<file path="src/rtl/fspm_pkg.sv">
// Purpose: Shared constants and types for flash self-program mode control
// Assumes: 25 MHz ref_clk, Avalon-MM register slave with 32-bit data
// Notes:   Register offsets are word addresses on the slave
package fspm_pkg;

  localparam int          FSPM_CLK_MHZ      = 25;
  localparam int          FSPM_HALT_REL_US  = 10;
  localparam int          FSPM_HALT_XTRA    = 2;
  // Longest time rounds up: 10 us at 25 MHz plus two cycles
  localparam int          FSPM_HALT_CYC     =
    FSPM_HALT_REL_US * FSPM_CLK_MHZ + FSPM_HALT_XTRA;
  localparam int          FSPM_CNT_W        = 9;

  localparam logic [3:0]  FSPM_ADR_MODE     = 4'h0;
  localparam logic [3:0]  FSPM_ADR_PROT     = 4'h1;
  localparam logic [3:0]  FSPM_ADR_STAT     = 4'h2;
  localparam logic [3:0]  FSPM_ADR_FCMD     = 4'h3;
  localparam logic [3:0]  FSPM_ADR_CTRL     = 4'h4;

  localparam logic [7:0]  FSPM_PROT_KEY     = 8'hA5;
  localparam int          FSPM_SEL_BIT      = 0;
  localparam int          FSPM_MIR_LO       = 2;
  localparam int          FSPM_MIR_HI       = 6;
  localparam int          FSPM_STAT_ERR     = 0;
  localparam int          FSPM_STAT_SPM     = 1;
  localparam int          FSPM_STAT_BUSY    = 2;
  localparam int          FSPM_STAT_STBY    = 3;
  localparam int          FSPM_CTRL_HALT    = 0;
  localparam logic [2:0]  FSPM_FCMD_MASK    = 3'h7;
  localparam logic [31:0] FSPM_ZERO32       = 32'h0000_0000;

  typedef enum logic [2:0] {
    SEQ_IDLE  = 3'b000,
    SEQ_KEYED = 3'b001,
    SEQ_VAL   = 3'b010,
    SEQ_INV   = 3'b011
  } fspm_seq_t;

  typedef enum logic [1:0] {
    RUN_NORMAL = 2'b00,
    RUN_STBY   = 2'b01,
    RUN_FLASH  = 2'b10
  } fspm_run_t;

  typedef struct packed {
    logic        read;
    logic        write;
    logic [3:0]  address;
    logic [31:0] writedata;
  } fspm_bus_req_t;

endpackage

</file>
<file path="src/rtl/fspm_mode_ctrl.sv">
// Purpose: Flash self-program mode control with protected mode writes
// Assumes: Single clock ref_clk; protect byte is a static configured input
// Notes:   Avalon-MM slave, waitrequest high for one cycle per access
`timescale 1ns/10ps
module fspm_mode_ctrl
  import fspm_pkg::*;
(
  input  wire logic        ref_clk,
  input  wire logic        sys_rst,
  input  wire logic [3:0]  avs_address,
  input  wire logic        avs_read,
  input  wire logic        avs_write,
  input  wire logic [31:0] avs_writedata,
  output logic      [31:0] avs_readdata,
  output logic             avs_waitrequest,
  input  wire logic [4:0]  protect_byte,
  input  wire logic        cpu_halt,
  output logic             self_prog_select,
  output logic             cpu_standby,
  output logic             flash_start,
  output logic      [2:0]  flash_command_reg
);

  fspm_bus_req_t req;
  assign req = '{read: avs_read, write: avs_write,
                 address: avs_address, writedata: avs_writedata};

  // Waitrequest is registered: high when idle and in the first cycle of
  // a request, low in the cycle at whose end the request is taken
  logic        next_waitrequest;
  logic [31:0] next_readdata;
  logic        wr;
  logic        rd;

  fspm_seq_t   seq;
  fspm_seq_t   next_seq;
  logic        seqVal;
  logic        next_seqVal;
  logic [4:0]  protectMirror;
  logic [4:0]  next_protectMirror;
  logic        mirrorLoaded;
  logic        next_mirrorLoaded;
  logic        protErr;
  logic        next_protErr;
  logic        next_select;
  logic [2:0]  next_fcmd;

  fspm_run_t   run;
  fspm_run_t   next_run;
  logic [FSPM_CNT_W-1:0] haltCnt;
  logic [FSPM_CNT_W-1:0] next_haltCnt;
  logic        next_standby;
  logic        next_start;
  logic        haltSeen;
  logic        next_haltSeen;
  // Last count of a flash run: the 10 us window, with the two spare
  // cycles left for halt capture and the return to normal
  localparam logic [FSPM_CNT_W-1:0] HALT_LAST =
    FSPM_CNT_W'(FSPM_HALT_CYC - FSPM_HALT_XTRA);

  function automatic logic [7:0] mode_image(input logic       sel,
                                            input logic [4:0] mir);
    logic [7:0] img;
    img = 8'h00;
    img[FSPM_SEL_BIT] = sel;
    img[FSPM_MIR_HI:FSPM_MIR_LO] = mir;
    return img;
  endfunction

  function automatic logic [7:0] status_image(input logic err,
                                              input logic sel,
                                              input logic busy,
                                              input logic stby);
    logic [7:0] img;
    img = 8'h00;
    img[FSPM_STAT_ERR]  = err;
    img[FSPM_STAT_SPM]  = sel;
    img[FSPM_STAT_BUSY] = busy;
    img[FSPM_STAT_STBY] = stby;
    return img;
  endfunction

  // A key sequence stays open from the key until its last store
  function automatic logic seq_open(input fspm_seq_t s);
    return (s != SEQ_IDLE);
  endfunction

  // Stores land on the edge that takes them; read data is fetched one
  // cycle early so that it stands when the request is taken
  assign wr = req.write && !avs_waitrequest;
  assign rd = req.read && avs_waitrequest;

  // Bus handshake and read mux
  always_comb begin
    next_waitrequest = !((req.read || req.write) && avs_waitrequest);
    next_readdata    = avs_readdata;
    if (rd) begin
      next_readdata = FSPM_ZERO32;
      case (req.address)
        FSPM_ADR_MODE: begin
          // The mirror's next value, so a read in the loading cycle sees it
          next_readdata[7:0] = mode_image(self_prog_select,
                                          next_protectMirror);
        end
        FSPM_ADR_STAT: begin
          next_readdata[7:0] = status_image(protErr, self_prog_select,
                                            (run == RUN_FLASH),
                                            cpu_standby);
        end
        FSPM_ADR_FCMD: begin
          next_readdata[2:0] = flash_command_reg;
        end
        default: begin
          next_readdata = FSPM_ZERO32;
        end
      endcase
    end
  end

  always_ff @(posedge ref_clk or posedge sys_rst) begin
    if (sys_rst) begin
      avs_waitrequest <= 1'b1;
      avs_readdata    <= FSPM_ZERO32;
    end else begin
      avs_waitrequest <= next_waitrequest;
      avs_readdata    <= next_readdata;
    end
  end

  // Protected write sequence and mode register
  always_comb begin
    next_seq           = seq;
    next_seqVal        = seqVal;
    next_protErr       = protErr;
    next_select        = self_prog_select;
    next_fcmd          = flash_command_reg;
    next_protectMirror = protectMirror;
    next_mirrorLoaded  = 1'b1;
    // The mirror loads once, on the first edge after reset
    if (!mirrorLoaded) begin
      next_protectMirror = protect_byte;
    end
    if (wr) begin
      case (req.address)
        FSPM_ADR_PROT: begin
          if (req.writedata[7:0] == FSPM_PROT_KEY) begin
            next_seq = SEQ_KEYED;
          end else begin
            next_seq = SEQ_IDLE;
          end
          if (seq_open(seq)) begin
            next_protErr = 1'b1;
          end
        end
        FSPM_ADR_MODE: begin
          case (seq)
            SEQ_KEYED: begin
              next_seqVal = req.writedata[FSPM_SEL_BIT];
              next_seq    = SEQ_VAL;
            end
            SEQ_VAL: begin
              if (req.writedata[FSPM_SEL_BIT] == !seqVal) begin
                next_seq = SEQ_INV;
              end else begin
                next_seq     = SEQ_IDLE;
                next_protErr = 1'b1;
              end
            end
            SEQ_INV: begin
              next_seq = SEQ_IDLE;
              if (req.writedata[FSPM_SEL_BIT] == seqVal) begin
                // Only the select bit is writable
                next_select = seqVal;
              end else begin
                next_protErr = 1'b1;
              end
            end
            default: begin
              next_seq     = SEQ_IDLE;
              next_protErr = 1'b1;
            end
          endcase
        end
        FSPM_ADR_STAT: begin
          if (!req.writedata[FSPM_STAT_ERR]) begin
            next_protErr = 1'b0;
          end
          // A store here breaks an open sequence; that error beats the clear
          if (seq_open(seq)) begin
            next_seq     = SEQ_IDLE;
            next_protErr = 1'b1;
          end
        end
        FSPM_ADR_FCMD: begin
          // Only the three command bits are kept
          next_fcmd = req.writedata[2:0] & FSPM_FCMD_MASK;
          if (seq_open(seq)) begin
            next_seq     = SEQ_IDLE;
            next_protErr = 1'b1;
          end
        end
        default: begin
          if (seq_open(seq)) begin
            next_seq     = SEQ_IDLE;
            next_protErr = 1'b1;
          end
        end
      endcase
    end
  end

  always_ff @(posedge ref_clk or posedge sys_rst) begin
    if (sys_rst) begin
      seq               <= SEQ_IDLE;
      seqVal            <= 1'b0;
      protErr           <= 1'b0;
      self_prog_select  <= 1'b0;
      flash_command_reg <= 3'h0;
      protectMirror     <= 5'h00;
      mirrorLoaded      <= 1'b0;
    end else begin
      seq               <= next_seq;
      seqVal            <= next_seqVal;
      protErr           <= next_protErr;
      self_prog_select  <= next_select;
      flash_command_reg <= next_fcmd;
      protectMirror     <= next_protectMirror;
      mirrorLoaded      <= next_mirrorLoaded;
    end
  end

  // Halt handling: standby or flash operation with bounded release
  always_comb begin
    next_run      = run;
    next_haltCnt  = haltCnt;
    next_standby  = 1'b0;
    next_start    = 1'b0;
    next_haltSeen = cpu_halt;
    case (run)
      RUN_NORMAL: begin
        // Only the rising edge of halt starts standby or a flash run
        if (cpu_halt && !haltSeen) begin
          if (self_prog_select) begin
            next_run     = RUN_FLASH;
            next_start   = 1'b1;
            next_haltCnt = '0;
          end else begin
            next_run     = RUN_STBY;
            next_standby = 1'b1;
          end
        end
      end
      RUN_STBY: begin
        // Standby follows the halt level until the CPU drops it
        next_standby = cpu_halt;
        if (!cpu_halt) begin
          next_run = RUN_NORMAL;
        end
      end
      RUN_FLASH: begin
        if (haltCnt >= HALT_LAST) begin
          next_run = RUN_NORMAL;
        end else begin
          next_haltCnt = haltCnt + FSPM_CNT_W'(1);
        end
      end
      default: begin
        next_run = RUN_NORMAL;
      end
    endcase
  end

  always_ff @(posedge ref_clk or posedge sys_rst) begin
    if (sys_rst) begin
      run         <= RUN_NORMAL;
      haltCnt     <= '0;
      cpu_standby <= 1'b0;
      flash_start <= 1'b0;
      haltSeen    <= 1'b0;
    end else begin
      run         <= next_run;
      haltCnt     <= next_haltCnt;
      cpu_standby <= next_standby;
      flash_start <= next_start;
      haltSeen    <= next_haltSeen;
    end
  end

  // Busy shown in status; halt release is the return of run to normal

endmodule

</file>
<file path="config.mk">
export PLATFORM = sky130hd
export DESIGN_NAME = fspm_mode_ctrl
export DESIGN_NICKNAME = d
export VERILOG_FILES = /design/src/rtl/fspm_pkg.sv /design/src/rtl/fspm_mode_ctrl.sv
export SDC_FILE = /design/constraint.sdc
export NUM_CORES = 1
export LEC_CHECK = 0
export ABC_AREA = 1
export BUFFER_PORTS_ARGS = -buffer_cell sky130_fd_sc_hd__buf_4
export CAP_MARGIN = 10
export CORE_MARGIN = 2
export CORE_UTILIZATION = 49
export CTS_CLUSTER_DIAMETER = 120
export DETAILED_ROUTE_END_ITERATION = 10
export GPL_TIMING_DRIVEN = 0
export PLACE_DENSITY = 0.85
export REMOVE_ABC_BUFFERS = 1
export SYNTH_ARGS = -nofsm -noshare
export SYNTH_HDL_FRONTEND = slang
export SYNTH_SLANG_ARGS = --single-unit
export TNS_END_PERCENT = 1
</file>
<file path="constraint.sdc">
create_clock -name ref_clk -period 1.95 [get_ports ref_clk]
set_clock_uncertainty 0.2 [all_clocks]
set_input_delay 0.2925 -clock ref_clk [delete_from_list [all_inputs] [get_ports ref_clk]]
set_output_delay 0.2925 -clock ref_clk [all_outputs]
set_load 0.01 [all_outputs]
</file>
==> impl_summary.md, run 1 <==
Outcome
The run finished with clean final reports.

CTS
Clock-pin slew was measured on the worst setup and hold paths at 60 ps. The number of gates resized after CTS was 0. The clock tree from TritonCTS is yes. The deepest clock path buffer count is 2. The root buffer cell chosen for the clock tree is clkbuf_8. The number of sinks driven by the clock tree is 36. The H-tree depth reported by CTS is 2. Clock tree synthesis inserted a total of 5 buffers. At the later pin of the worst-skew pair, clock insertion delay measures between 200 and 300 ps.

Finish
Of the cells placed in the final design, the portion with a size suffix greater than 1 is 0.284. From synthesis to final layout, the design area changed by 17.3%. The number of antenna diodes in the final layout is 0. The final design utilization is 0.588. The net count of the finished layout is between 300 and 400. The finished layout holds 348 standard cells, fillers aside.

In the final layout, the registers with the most flip-flops are haltCnt: 9 flops, avs_readdata: 7 flops, protectMirror: 5 flops. haltCnt holds more flip-flops than any other register. The number of flip-flops in the largest register is 9.

Route
The first-pass detailed-route iteration total is 4. Summing over every cut layer, the via total after detailed routing is approximately 1.7k. The total wire length after detailed routing is approximately 3.9 mm. Once detail routing completed, the nets flagged for antenna violations numbered 0. In this run, the number of DRC markers left after iteration 0 of detailed routing was 48. The post-detailed-route via-to-cell ratio is roughly 4.8. For this run, design rule violations remaining after detail routing come to 0.

The routed wire length per instance is 11.1 um.

Synthesis
Of the total synthesized cell area, the portion taken by AND, OR, NAND and NOR gates is 0.290. The compound-cell area share of the yosys netlist is 0.0907. Measured against the total synthesized area, the mux share comes to 0. The number of cells produced by synthesis is 251.

Of the total synthesized cell area, the portion taken by full adders, half adders and majority gates is 0.0351. The main combinational cell family by area after synthesis is simple AND/OR/NAND/NOR gates. Yosys mapped the design onto 34 distinct sky130hd cell types. The XOR/XNOR share of the synthesized area is 0.0123. Synthesis inferred 36 register bits. The mean area per synthesized cell is 8.51 sq um. Summing every instance area after synthesis gives 0.00214 sq mm. The yosys synthesis warning count is 0. The share of the yosys chip area belonging to registers is 0.422.

Worst setup path
The worst setup path is captured at a flop. Walking the worst path, the cells encountered are dlygate4sd3_1, buf_4, o21ai_0, dlygate4sd3_1. Data arrives at the worst endpoint at 1660 ps.

The slowest stage of the critical path belongs to the cell dlygate4sd3_1. The endpoint required time on the critical path is 1970 ps. STA classifies the critical path startpoint as an input port. The most numerous cell on the critical path is dlygate4sd3_1.

The delay of the slowest cell on the worst path is between 500 and 600 ps. Along the worst path, the maximum fanout reaches 2. The kind of critical path is input port to flop.

Pwr
In this run the power density over the cells is 810 mW/mm^2. The design draws 2.03 mW. Summed over all cells, the static leakage comes to 1.29 nW. The highest ir drop seen on vdd is around 0.00037 V.

Timing
The highest attainable clock frequency is 609 MHz. In the final timing run, aggregate negative setup slack is 0 ps. The number of pins exceeding their max-slew limit in the final report is 0. The max-slew headroom at the worst pin is 0.572. The final-report hold violation count is 0. The fraction of the cycle the final worst path needs is 0.842. The clock period could shrink to 1640 ps.

The final setup violation count is 0. Setup repair after global routing left no endpoint under its margin. The slew of the pin with the lowest slew margin is 641 ps.

GRT
The number of global-route vias before repair came to 1604. For this run, the total global-route usage over all layers was measured as 0.166. The initial antenna violation count is 0. The global-route wire length before repair is 6.62 mm. Global routing finished with a remaining overflow of 0. Entering global routing, the biggest net connects 23 pins.

Placement
The number of buffers added on ports is 35. After detailed placement, the design holds a cell count of 337. At the end of routability-driven placement, the weighted congestion stood at a little over 0.8. The placed wire-length estimate is 3.14 mm.

Job
The tool flagged a number of max-cap violations equal to 0.

Die
For this configuration, the core starts out at a cell density of 0.501. The die covers 0.00491 sq mm. The x dimension of the die is 70.0 um. In this run the core area contains 24 standard-cell rows.

Measured along the y axis, the die boundary spans 70.0 um. The floorplan step defined a core boundary enclosing between 0.004 and 0.005 sq mm. Pin placement for this block handled 85 I/O pins.

Min path
The path class of the tightest hold or removal check is input port to flop.
[where the power goes]
part | switching (mW) | internal [mW] | total, mW
sequential | 0.128 | 0.864 | 0.992
clock | 0.238 | 0.243 | 0.481
combinational | 0.305 | 0.251 | 0.557
total | 0.672 | 1.36 | 2.03
[stage by stage]
stage | hold slack [ps] | setup WS, ps | instance area (sq um)
2_1_floorplan | 124 | 515 | 2030
3_3_place_gp | 212 | 203 | 2360
3_5_place_dp | 214 | 380 | 2390
4_1_cts | 58.4 | 332 | 2510
5_1_grt | 64.2 | 235 | 2510
6_report | 64.8 | 308 | 2510
[critical path: cells and delay by family]
kind            cells  cell delay (ps)
buf+inv             3             1250
compound gates      1              120
[final cells by class]
cell class / instances / area (sq um)
multi-input cells: 181 / 1010
repair buffers: 40 / 330
inverters: 32 / 120
clock inverters: 1 / 5.00
flip-flops and latches: 36 / 902
well taps: 52 / 65.1
fillers: 369 / 1760
clock buffers: 6 / 72.6
[metal layers]
metal	wire (um)	track usage
met3	188	0.0332
met4	71	0.0684
met5	0	0
met2	2000	0.293
met1	1620	0.198
[placed cells by master, fill, tap and decap left out, types with 3 or more instances in the layout]
master / instances
dfrtp_1: 35
nor2_4: 3
inv_1: 25
ha_1: 6
nand2_2: 7
inv_2: 7
nand2_1: 56
o21ai_1: 8
nor2_2: 9
clkbuf_8: 5
nand3_2: 3
nor3_1: 5
o21ai_0: 11
dlygate4sd3_1: 4
buf_4: 35
conb_1: 26
nand3_1: 13
nor2_1: 11
[logic make-up (layout without fill, tap and decap cells)]
| family | count (synthesis) | count (layout) |
|---|---|---|
| AO/OA/AOI/OAI | 31 | 31 |
| XOR/XNOR | 3 | 3 |
| buffers and inverters | 58 | 79 |
| other | 2 | 26 |
| AND/OR/NAND/NOR | 115 | 115 |
| adder cells (fa/ha/maj) | 6 | 6 |
| flip-flops | 36 | 36 |
[final timing paths]
kind	slack, ps	to	from	cells after the start
max	310	avs_waitrequest	avs_read	4
min	60	flash_command_reg[2]	avs_writedata[2]	3
max reg2reg	370	haltCnt[6]	haltCnt[0]	9
min reg2reg	280	avs_readdata[2]	avs_readdata[2]	2
max in group asynchronous	480	avs_waitrequest	sys_rst	4
min in group asynchronous	460	haltCnt[3]	sys_rst	3
[synth_stat cells]
cell      number  area (sq um)
nand4_1        1          6.26
inv_2          7          26.3
nand3_2        3          30.0
nand2_4        1          11.3
o31ai_1        2          15.0
nand3_4        1          17.5
o21ai_1        8          40.0
xnor2_1        1          8.76
a22oi_1        1          7.51
nand2_1       56           210
buf_4         25           188
nor3_4         1          16.3
o22ai_2        2          25.0
a21oi_2        1          8.76
xor2_1         2          17.5
o21ai_2        2          17.5
nor2_4         3          33.8
conb_1         2          7.51
inv_1         25          93.8
o21ai_0       11          55.1
ha_1           6          75.1
buf_2          1          5.00
nor3_2         1          10.0
nor3_1         5          25.0
nand3_1       13          65.1
nor2_1        11          41.3
a21oi_1        2          10.0
dfstp_2        1          26.3
nor3b_2        1          12.5
nand2_8        2          40.0
nor2_2         9          56.3
dfrtp_1       35           876
nand2_2        7          43.8
o211ai_1       2          15.0
[what timing repair did]
item,in CTS,in global routing
hold endpoints to repair,16,0
hold buffers,4,0
setup buffers,0,0
setup endpoints to repair,0,0
Note: power is estimated with default switching activity, not from simulation.
==> run 2: changes to the inputs <==
- clock period: 1.95 -> 1.65 ns (I/O delays scaled with it)
==> run 2 against run 1 <==
Effect of this change:
- critical path depth is the same
- wire length decreased by 0.26%
- non-clock buffer count is the same
- sequential power up 19%
- clock-buffer cell count unchanged
- largest power group unchanged
- highest routed layer unchanged
==> impl_summary.md, run 2 (synthesis results as in run 1) <==
Die
The standard cell core area is 0.00426 sq mm (unchanged). The x dimension of the die came to 70.0 um (unchanged). The area of the die is 0.00491 sq mm (unchanged).

The site row count came to 24 (unchanged). The y dimension of the die was 70.0 um (unchanged). The top-level port count was 85 (unchanged). The initial core utilization is 0.501 (unchanged).

Worst setup path
The startpoint type of the worst setup path is an input port. The nature of the critical path endpoint is a flop. The worst-path maximum fanout is 2 (unchanged). The endpoint required time on the critical path is 1670 ps (-300 ps). The critical path in this run is classified as input port to flop. The arrival time at the worst endpoint came to 1620 ps (-40 ps).

The setup slack on the worst flop-to-flop path is 90 ps (-280 ps).

Placement
The cell count after placement is 337 (unchanged). The final weighted congestion in routability-driven placement is 0.822 (unchanged). The placed wire-length estimate was 3.14 mm (unchanged). The number of buffers added on ports is 35 (unchanged).

Finish
The register containing the most flip-flops in the final layout is haltCnt. The final cell count without fillers came to 348 (unchanged). The number of flip-flops in the largest register is 9 (unchanged). The antenna cell count is 0 (unchanged). The share of layout cells above drive strength 1 is 0.291 (+0.00676). The number of inserted filler cells in the final layout is 368 (-0.27%). The largest registers in the layout are haltCnt: 9 flops, avs_readdata: 7 flops, protectMirror: 5 flops. In the layout the commonest cells are nand2_1 (56), buf_4 (35), dfrtp_1 (34), conb_1 (26), inv_1 (25). The net count of the finished layout is 348 (unchanged). The final design utilization came to 0.589 (+0.000880). Compared with the post-synthesis result, the final layout area differs by 17.5%. Leaving out fill and tap cells, the most frequent cell in the layout is nand2_1.

GRT
The number of global-route vias before repair is 1604 (unchanged). The global-route wire length before repair is 6.62 mm (unchanged). The global-route usage over all layers came to 0.166 (unchanged). The residual overflow from global routing came to 0 (unchanged). The initial antenna violation count is 0 (unchanged).

The largest net degree at the start of global routing is 23 (unchanged).

Route
The post-route antenna net violation count came to 0 (unchanged). The first-iteration detailed-routing DRC count is 41 (-15%). The first-pass detailed-route iteration total is 4 (unchanged). The routed wire length per instance was 11.1 um (-0.26%). The DRC violation count after routing is 0 (unchanged).

The total wire length after detailed routing is 3.87 mm (-0.26%). The total via count after detailed routing is 1666 (+0.24%). The post-detailed-route via-to-cell ratio is 4.79 (+0.24%).

CTS
The deepest clock path buffer count is 2 (unchanged). The clock slew at the register clock pins of the worst setup and hold paths is 60 ps (about the same). The number of sinks driven by the clock tree was 36 (unchanged). TritonCTS built the clock tree.

The root buffer selected by CTS is clkbuf_8. The H-tree depth reported by CTS was 2 (unchanged). The post-CTS setup repair buffer count is 0 (unchanged).

The worst-skew pair later-pin latency is 280 ps (about the same). The TritonCTS buffer count came to 5 (unchanged).

Pwr
The cell leakage power is 1.29 nW (about the same). The highest ir drop seen on vdd is 0.000439 V (+20%). The power density normalized to cell area is 957 mW/mm^2 (+18%). The overall power consumption is 2.40 mW (+18%).

Outcome
The run finished with clean final reports.

Timing
The number of pins exceeding their max-slew limit in the final report came to 0 (unchanged). The final setup violation count was 0 (unchanged). The final-report hold violation count came to 0 (unchanged). The slew of the pin with the lowest slew margin is 645 ps (+3.90 ps). The max-slew headroom at the worst pin came to 0.570 (-0.00260). The fraction of the cycle the final worst path needs is 0.969. The worst path in the final design needs a cycle of between 1500 and 2000 ps, including I/O delays and setup. Setup repair after global routing left no endpoint under its margin.

The highest attainable clock frequency is about 630 MHz.

Min path
The path class of the lowest-slack min-delay path is input port to flop.

Job
The number of violations of the max-capacitance limit came to 0 (unchanged).
==> run 2: final timing paths <==
path	startpoint	to	cells past startpoint
worst max-delay path	avs_read	avs_waitrequest	4
worst max register to register	haltCnt[0]	haltCnt[6]	9
worst min-delay path	avs_writedata[2]	flash_command_reg[2]	3
worst min register to register	avs_readdata[2]	avs_readdata[2]	2
min in group asynchronous	sys_rst	haltCnt[3]	3
max in group asynchronous	sys_rst	avs_waitrequest	4
==> run 2: area by class of cell <==
cell class | instances | area, sq um | area share
Sequential cell | 36 | 903 | 0.360
Multi-Input combinational cell | 181 | 1010 | 0.404
Clock buffer | 6 | 72.6 | 0.0289
Clock inverter | 1 | 5.00 | 0.00199
Inverter | 32 | 120 | 0.0478
Timing Repair Buffer | 40 | 330 | 0.132
Tap cell | 52 | 65.1 | 0.0259
==> run 2: critical path: stages <==
cell           delay (ps)
dlygate4sd3_1         550
buf_4                 140
o21ai_0               120
dlygate4sd3_1         560
==> run 2: routing by layer <==
metal	share of wire	up-vias	routed length [um]	GRT usage
met5	0	-	0	0
met4	0.018	0	71	0.0684
met3	0.049	9	188	0.0332
met2	0.51	55	1990	0.293
met1	0.42	767	1620	0.198
li1	-	835	-	-
==> run 2: what timing repair did <==
item	CTS	global route
hold endpoints to repair	16	0
gates resized for setup	0	2
hold buffers	4	0
endpoints found under the setup margin	0	6
==> run 2: power breakdown <==
part	leakage (nW)	internal [mW]	total (mW)	switching (mW)
registers	0.452	1.02	1.18	0.152
clock network	0.0410	0.287	0.568	0.281
logic	0.799	0.297	0.659	0.361
total	1.29	1.61	2.40	0.794
==> run 2: through the flow <==
step	setup TNS (ps)	hold WS (ps)	cell area, sq um	worst slack [ps]
5_1_grt	0	19.2	2510	9.46
3_3_place_gp	-1790	167	2360	-52.1
3_5_place_dp	0	169	2390	79.6
4_1_cts	0	13.4	2510	66.5
6_report	0	20.0	2510	51.9
2_1_floorplan	0	78.9	2030	215
==> run 3: changes to the inputs <==
- BUFFER_PORTS_ARGS: -buffer_cell sky130_fd_sc_hd__buf_4 -> not set
- CORE_UTILIZATION: 49 -> 60
- DONT_BUFFER_PORTS: not set -> 1
- PLACE_DENSITY: 0.85 -> 0.8
==> run 3 against run 2 <==
Effect of this change:
- register-to-register slack is essentially flat
- worst setup slack improved by 24 ps
- sequential power about the same
- cell count is 6.9% lower
- global-route usage up 5.7 points
- via count shrank 2.1%
- combinational power is 4.9% lower
==> impl_summary.md, run 3 (synthesis results as in run 1) <==
Route
The detailed-route wire length on metal 1 is 1.67 mm (+3.3%). The met3 wirelength from detailed routing is 327 um (+74%). The DRC violation count after routing was 0 (unchanged). The post-route antenna net violation count is 0 (unchanged). The post-detailed-route via-to-cell ratio is 5.03 (+5.2%). The first-pass detailed-route iteration total is 5 (+1).

The total via count after detailed routing is 1631 (-2.1%). The first-iteration detailed-routing DRC count came to 110 (+170%). The highest routing layer actually used is met4. The routed wire length per instance was 12.8 um (+15%).

The met2 layer wire length in the routed design came to 2.05 mm (+3.2%). The total wire length after detailed routing is 4.15 mm (+7.5%).

Worst setup path
The count of buffering cells on the critical path with inverters included is 2 (-1). The most critical setup path has its endpoint at protErr. The cell count along the critical path is 9 (+5). The worst-path maximum fanout was 4 (+2).

The slowest stage of the critical path is the dlygate4sd3_1 cell. The endpoint identified for the worst register-to-register timing path is avs_readdata[4]. The delay of the slowest cell on the worst path is 570 ps (about the same). Traced cell by cell, the critical path runs through dlygate4sd3_1, inv_2, nand2_1, nor2_2, nor2_1, nor2_2, nand3_1, nand2_1, nand2_1.

The endpoint required time on the critical path is 1680 ps (about the same). The path depth of the worst reg2reg path is 4 (-5). The kind of critical path is input port to flop. The origin of the worst setup path is avs_address[0]. The largest delay contributor family on the critical path is buffers and inverters. The startpoint identified for the worst register-to-register timing path is avs_waitrequest. The most numerous cell on the critical path is nand2_1. The setup slack on the worst flop-to-flop path is 100 ps (about the same). The arrival time at the worst endpoint is 1610 ps (about the same). The worst setup path is captured at a flop.

STA classifies the critical path startpoint as an input port.

Finish
The register containing the most flip-flops in the final layout is haltCnt. The antenna cell count is 0 (unchanged). The total area of multi-input combinational cells is 0.00101 sq mm (-0.25%). The number of inserted filler cells in the final layout is 256 (-30%). The area growth from synthesis to layout is 11.2%.

The share of layout cells above drive strength 1 is 0.191 (-0.0999). The final design area excluding fillers is 0.00238 sq mm (-5.4%). The final cell count without fillers is 324 (-6.9%).

The number of flip-flops in the largest register came to 9 (unchanged). The net count of the finished layout was 329 (-5.5%). The flip-flop and latch area is 905 sq um (+0.14%). The largest registers in the layout are haltCnt: 9 flops, avs_readdata: 7 flops, protectMirror: 5 flops. The most common cell after layout, fill and taps aside is nand2_1. The library cells used most frequently in the layout, excluding fill and tap cells, are nand2_1 (56), dfrtp_1 (33), conb_1 (26), inv_1 (25), dlygate4sd3_1 (18).

CTS
The TritonCTS buffer count is 5 (unchanged). The root buffer selected by CTS is clkbuf_4. The H-tree depth reported by CTS is 2 (unchanged). TritonCTS built the clock tree.

The number of sinks driven by the clock tree is 36 (unchanged). The deepest clock path buffer count was 2 (unchanged). The worst-skew pair later-pin latency is 330 ps (+50 ps). The clock slew at the register clock pins of the worst setup and hold paths is 100 ps (+40 ps).

Placement
The worst slack at placement was 91.0 ps (+11.4 ps). The placed wire-length estimate was 2.92 mm (-7.1%). The number of buffers added on ports is 0 (-100%). The total placed instance area came to 0.00212 sq mm (-11%). The final weighted congestion in routability-driven placement came to 0.848 (+3.1%). The cell count after placement is 296 (-12%).

Timing
The total negative slack came to 0 ps (unchanged). The number of pins exceeding their max-slew limit in the final report is 0 (unchanged). The post-route minimum period is 1570 ps (-23.8 ps). The max-slew headroom at the worst pin is 0.622 (+0.0523). The slew of the pin with the lowest slew margin is 566 ps (-78.4 ps). The final-report hold violation count came to 0 (unchanged). The highest attainable clock frequency is 635 MHz (+1.5%). The final setup violation count is 0 (unchanged). The post-route worst hold slack is 53.3 ps (+33.3 ps). The final worst-path setup slack was 75.7 ps (+23.8 ps). The fraction of the cycle the final worst path needs is 0.954 (-0.0144).

Min path
The path class of the lowest-slack min-delay path is input port to flop.

Job
The number of violations of the max-capacitance limit was 0 (unchanged).

Pwr
The highest ir drop seen on vdd is 0.000626 V (+43%). The cell leakage power was 1.18 nW (-8.9%). The power density normalized to cell area is 965 mW/mm^2 (+0.90%).

Die
The site row count was 21 (-13%). The initial core utilization is 0.630 (+0.129). The y dimension of the die is 63.7 um (-9.1%). The x dimension of the die came to 63.7 um (-9.1%). The area of the die is 0.00406 sq mm (-17%). The standard cell core area is 0.00339 sq mm (-21%). The top-level port count was 85 (unchanged).

GRT
The number of global-route vias before repair came to 1635 (+1.9%). The initial antenna violation count is 0 (unchanged). The largest net degree at the start of global routing is 24 (+4.3%).

The global-route wire length before repair is 6.94 mm (+4.8%). The residual overflow from global routing is 0 (unchanged). The global-route usage over all layers was 0.224 (+0.0572).

Outcome
The run finished with clean final reports.
==> run 3: through the flow <==
step	util	total power, mW
floorplan	-	1.63
global placement	0.617	1.71
detailed placement	0.625	1.75
CTS	0.696	2.27
global route	0.701	2.47
finish	0.701	2.29
==> run 3: layout make-up <==
cell class | instances | share of cell area
clock buffers | 8 | 0.0247
inverters | 32 | 0.0506
multi-input cells | 181 | 0.426
flip-flops and latches | 36 | 0.381
well taps | 46 | 0.0242
repair buffers | 21 | 0.0937
==> run 3: timing repair <==
| action | 4_1_cts | 5_1_grt |
|---|---|---|
| hold buffers | 18 | 0 |
| hold endpoints to repair | 28 | 0 |
| buffers inserted | 0 | 2 |
| endpoints found under the setup margin | 0 | 7 |
| gates resized for setup | 0 | 2 |
==> run 3: how the worst min path moves through the flow <==
stage	endpoint	slack, ps	start	depth (start not counted)
3_5_place_dp	protectMirror[2]	20	sys_rst	1
5_1_grt	avs_readdata[2]	90	avs_address[0]	5
2_1_floorplan	haltSeen	80	cpu_halt	0
3_3_place_gp	haltSeen	80	cpu_halt	0
4_1_cts	seq[0]	10	avs_writedata[5]	6
6_report	seq[0]	50	avs_writedata[5]	6
==> run 3: metal layers <==
| metal | track usage | vias to the layer above |
|---|---|---|
| li1 | - | 793 |
| met1 | 0.253 | 751 |
| met2 | 0.393 | 75 |
| met3 | 0.0536 | 12 |
| met4 | 0.106 | 0 |
| met5 | 0 | - |
==> run 3: where the power goes <==
part	internal [mW]	switching (mW)
registers	1.02	0.166
clock network	0.210	0.265
logic	0.283	0.344
total	1.52	0.775
==> run 3: worst reg2reg max path, cell delays in order, from the launching register on <==
cell and delay, ps:
dfstp_2 610, nand2_1 220, nor2_1 160, inv_1 70, o21ai_0 200
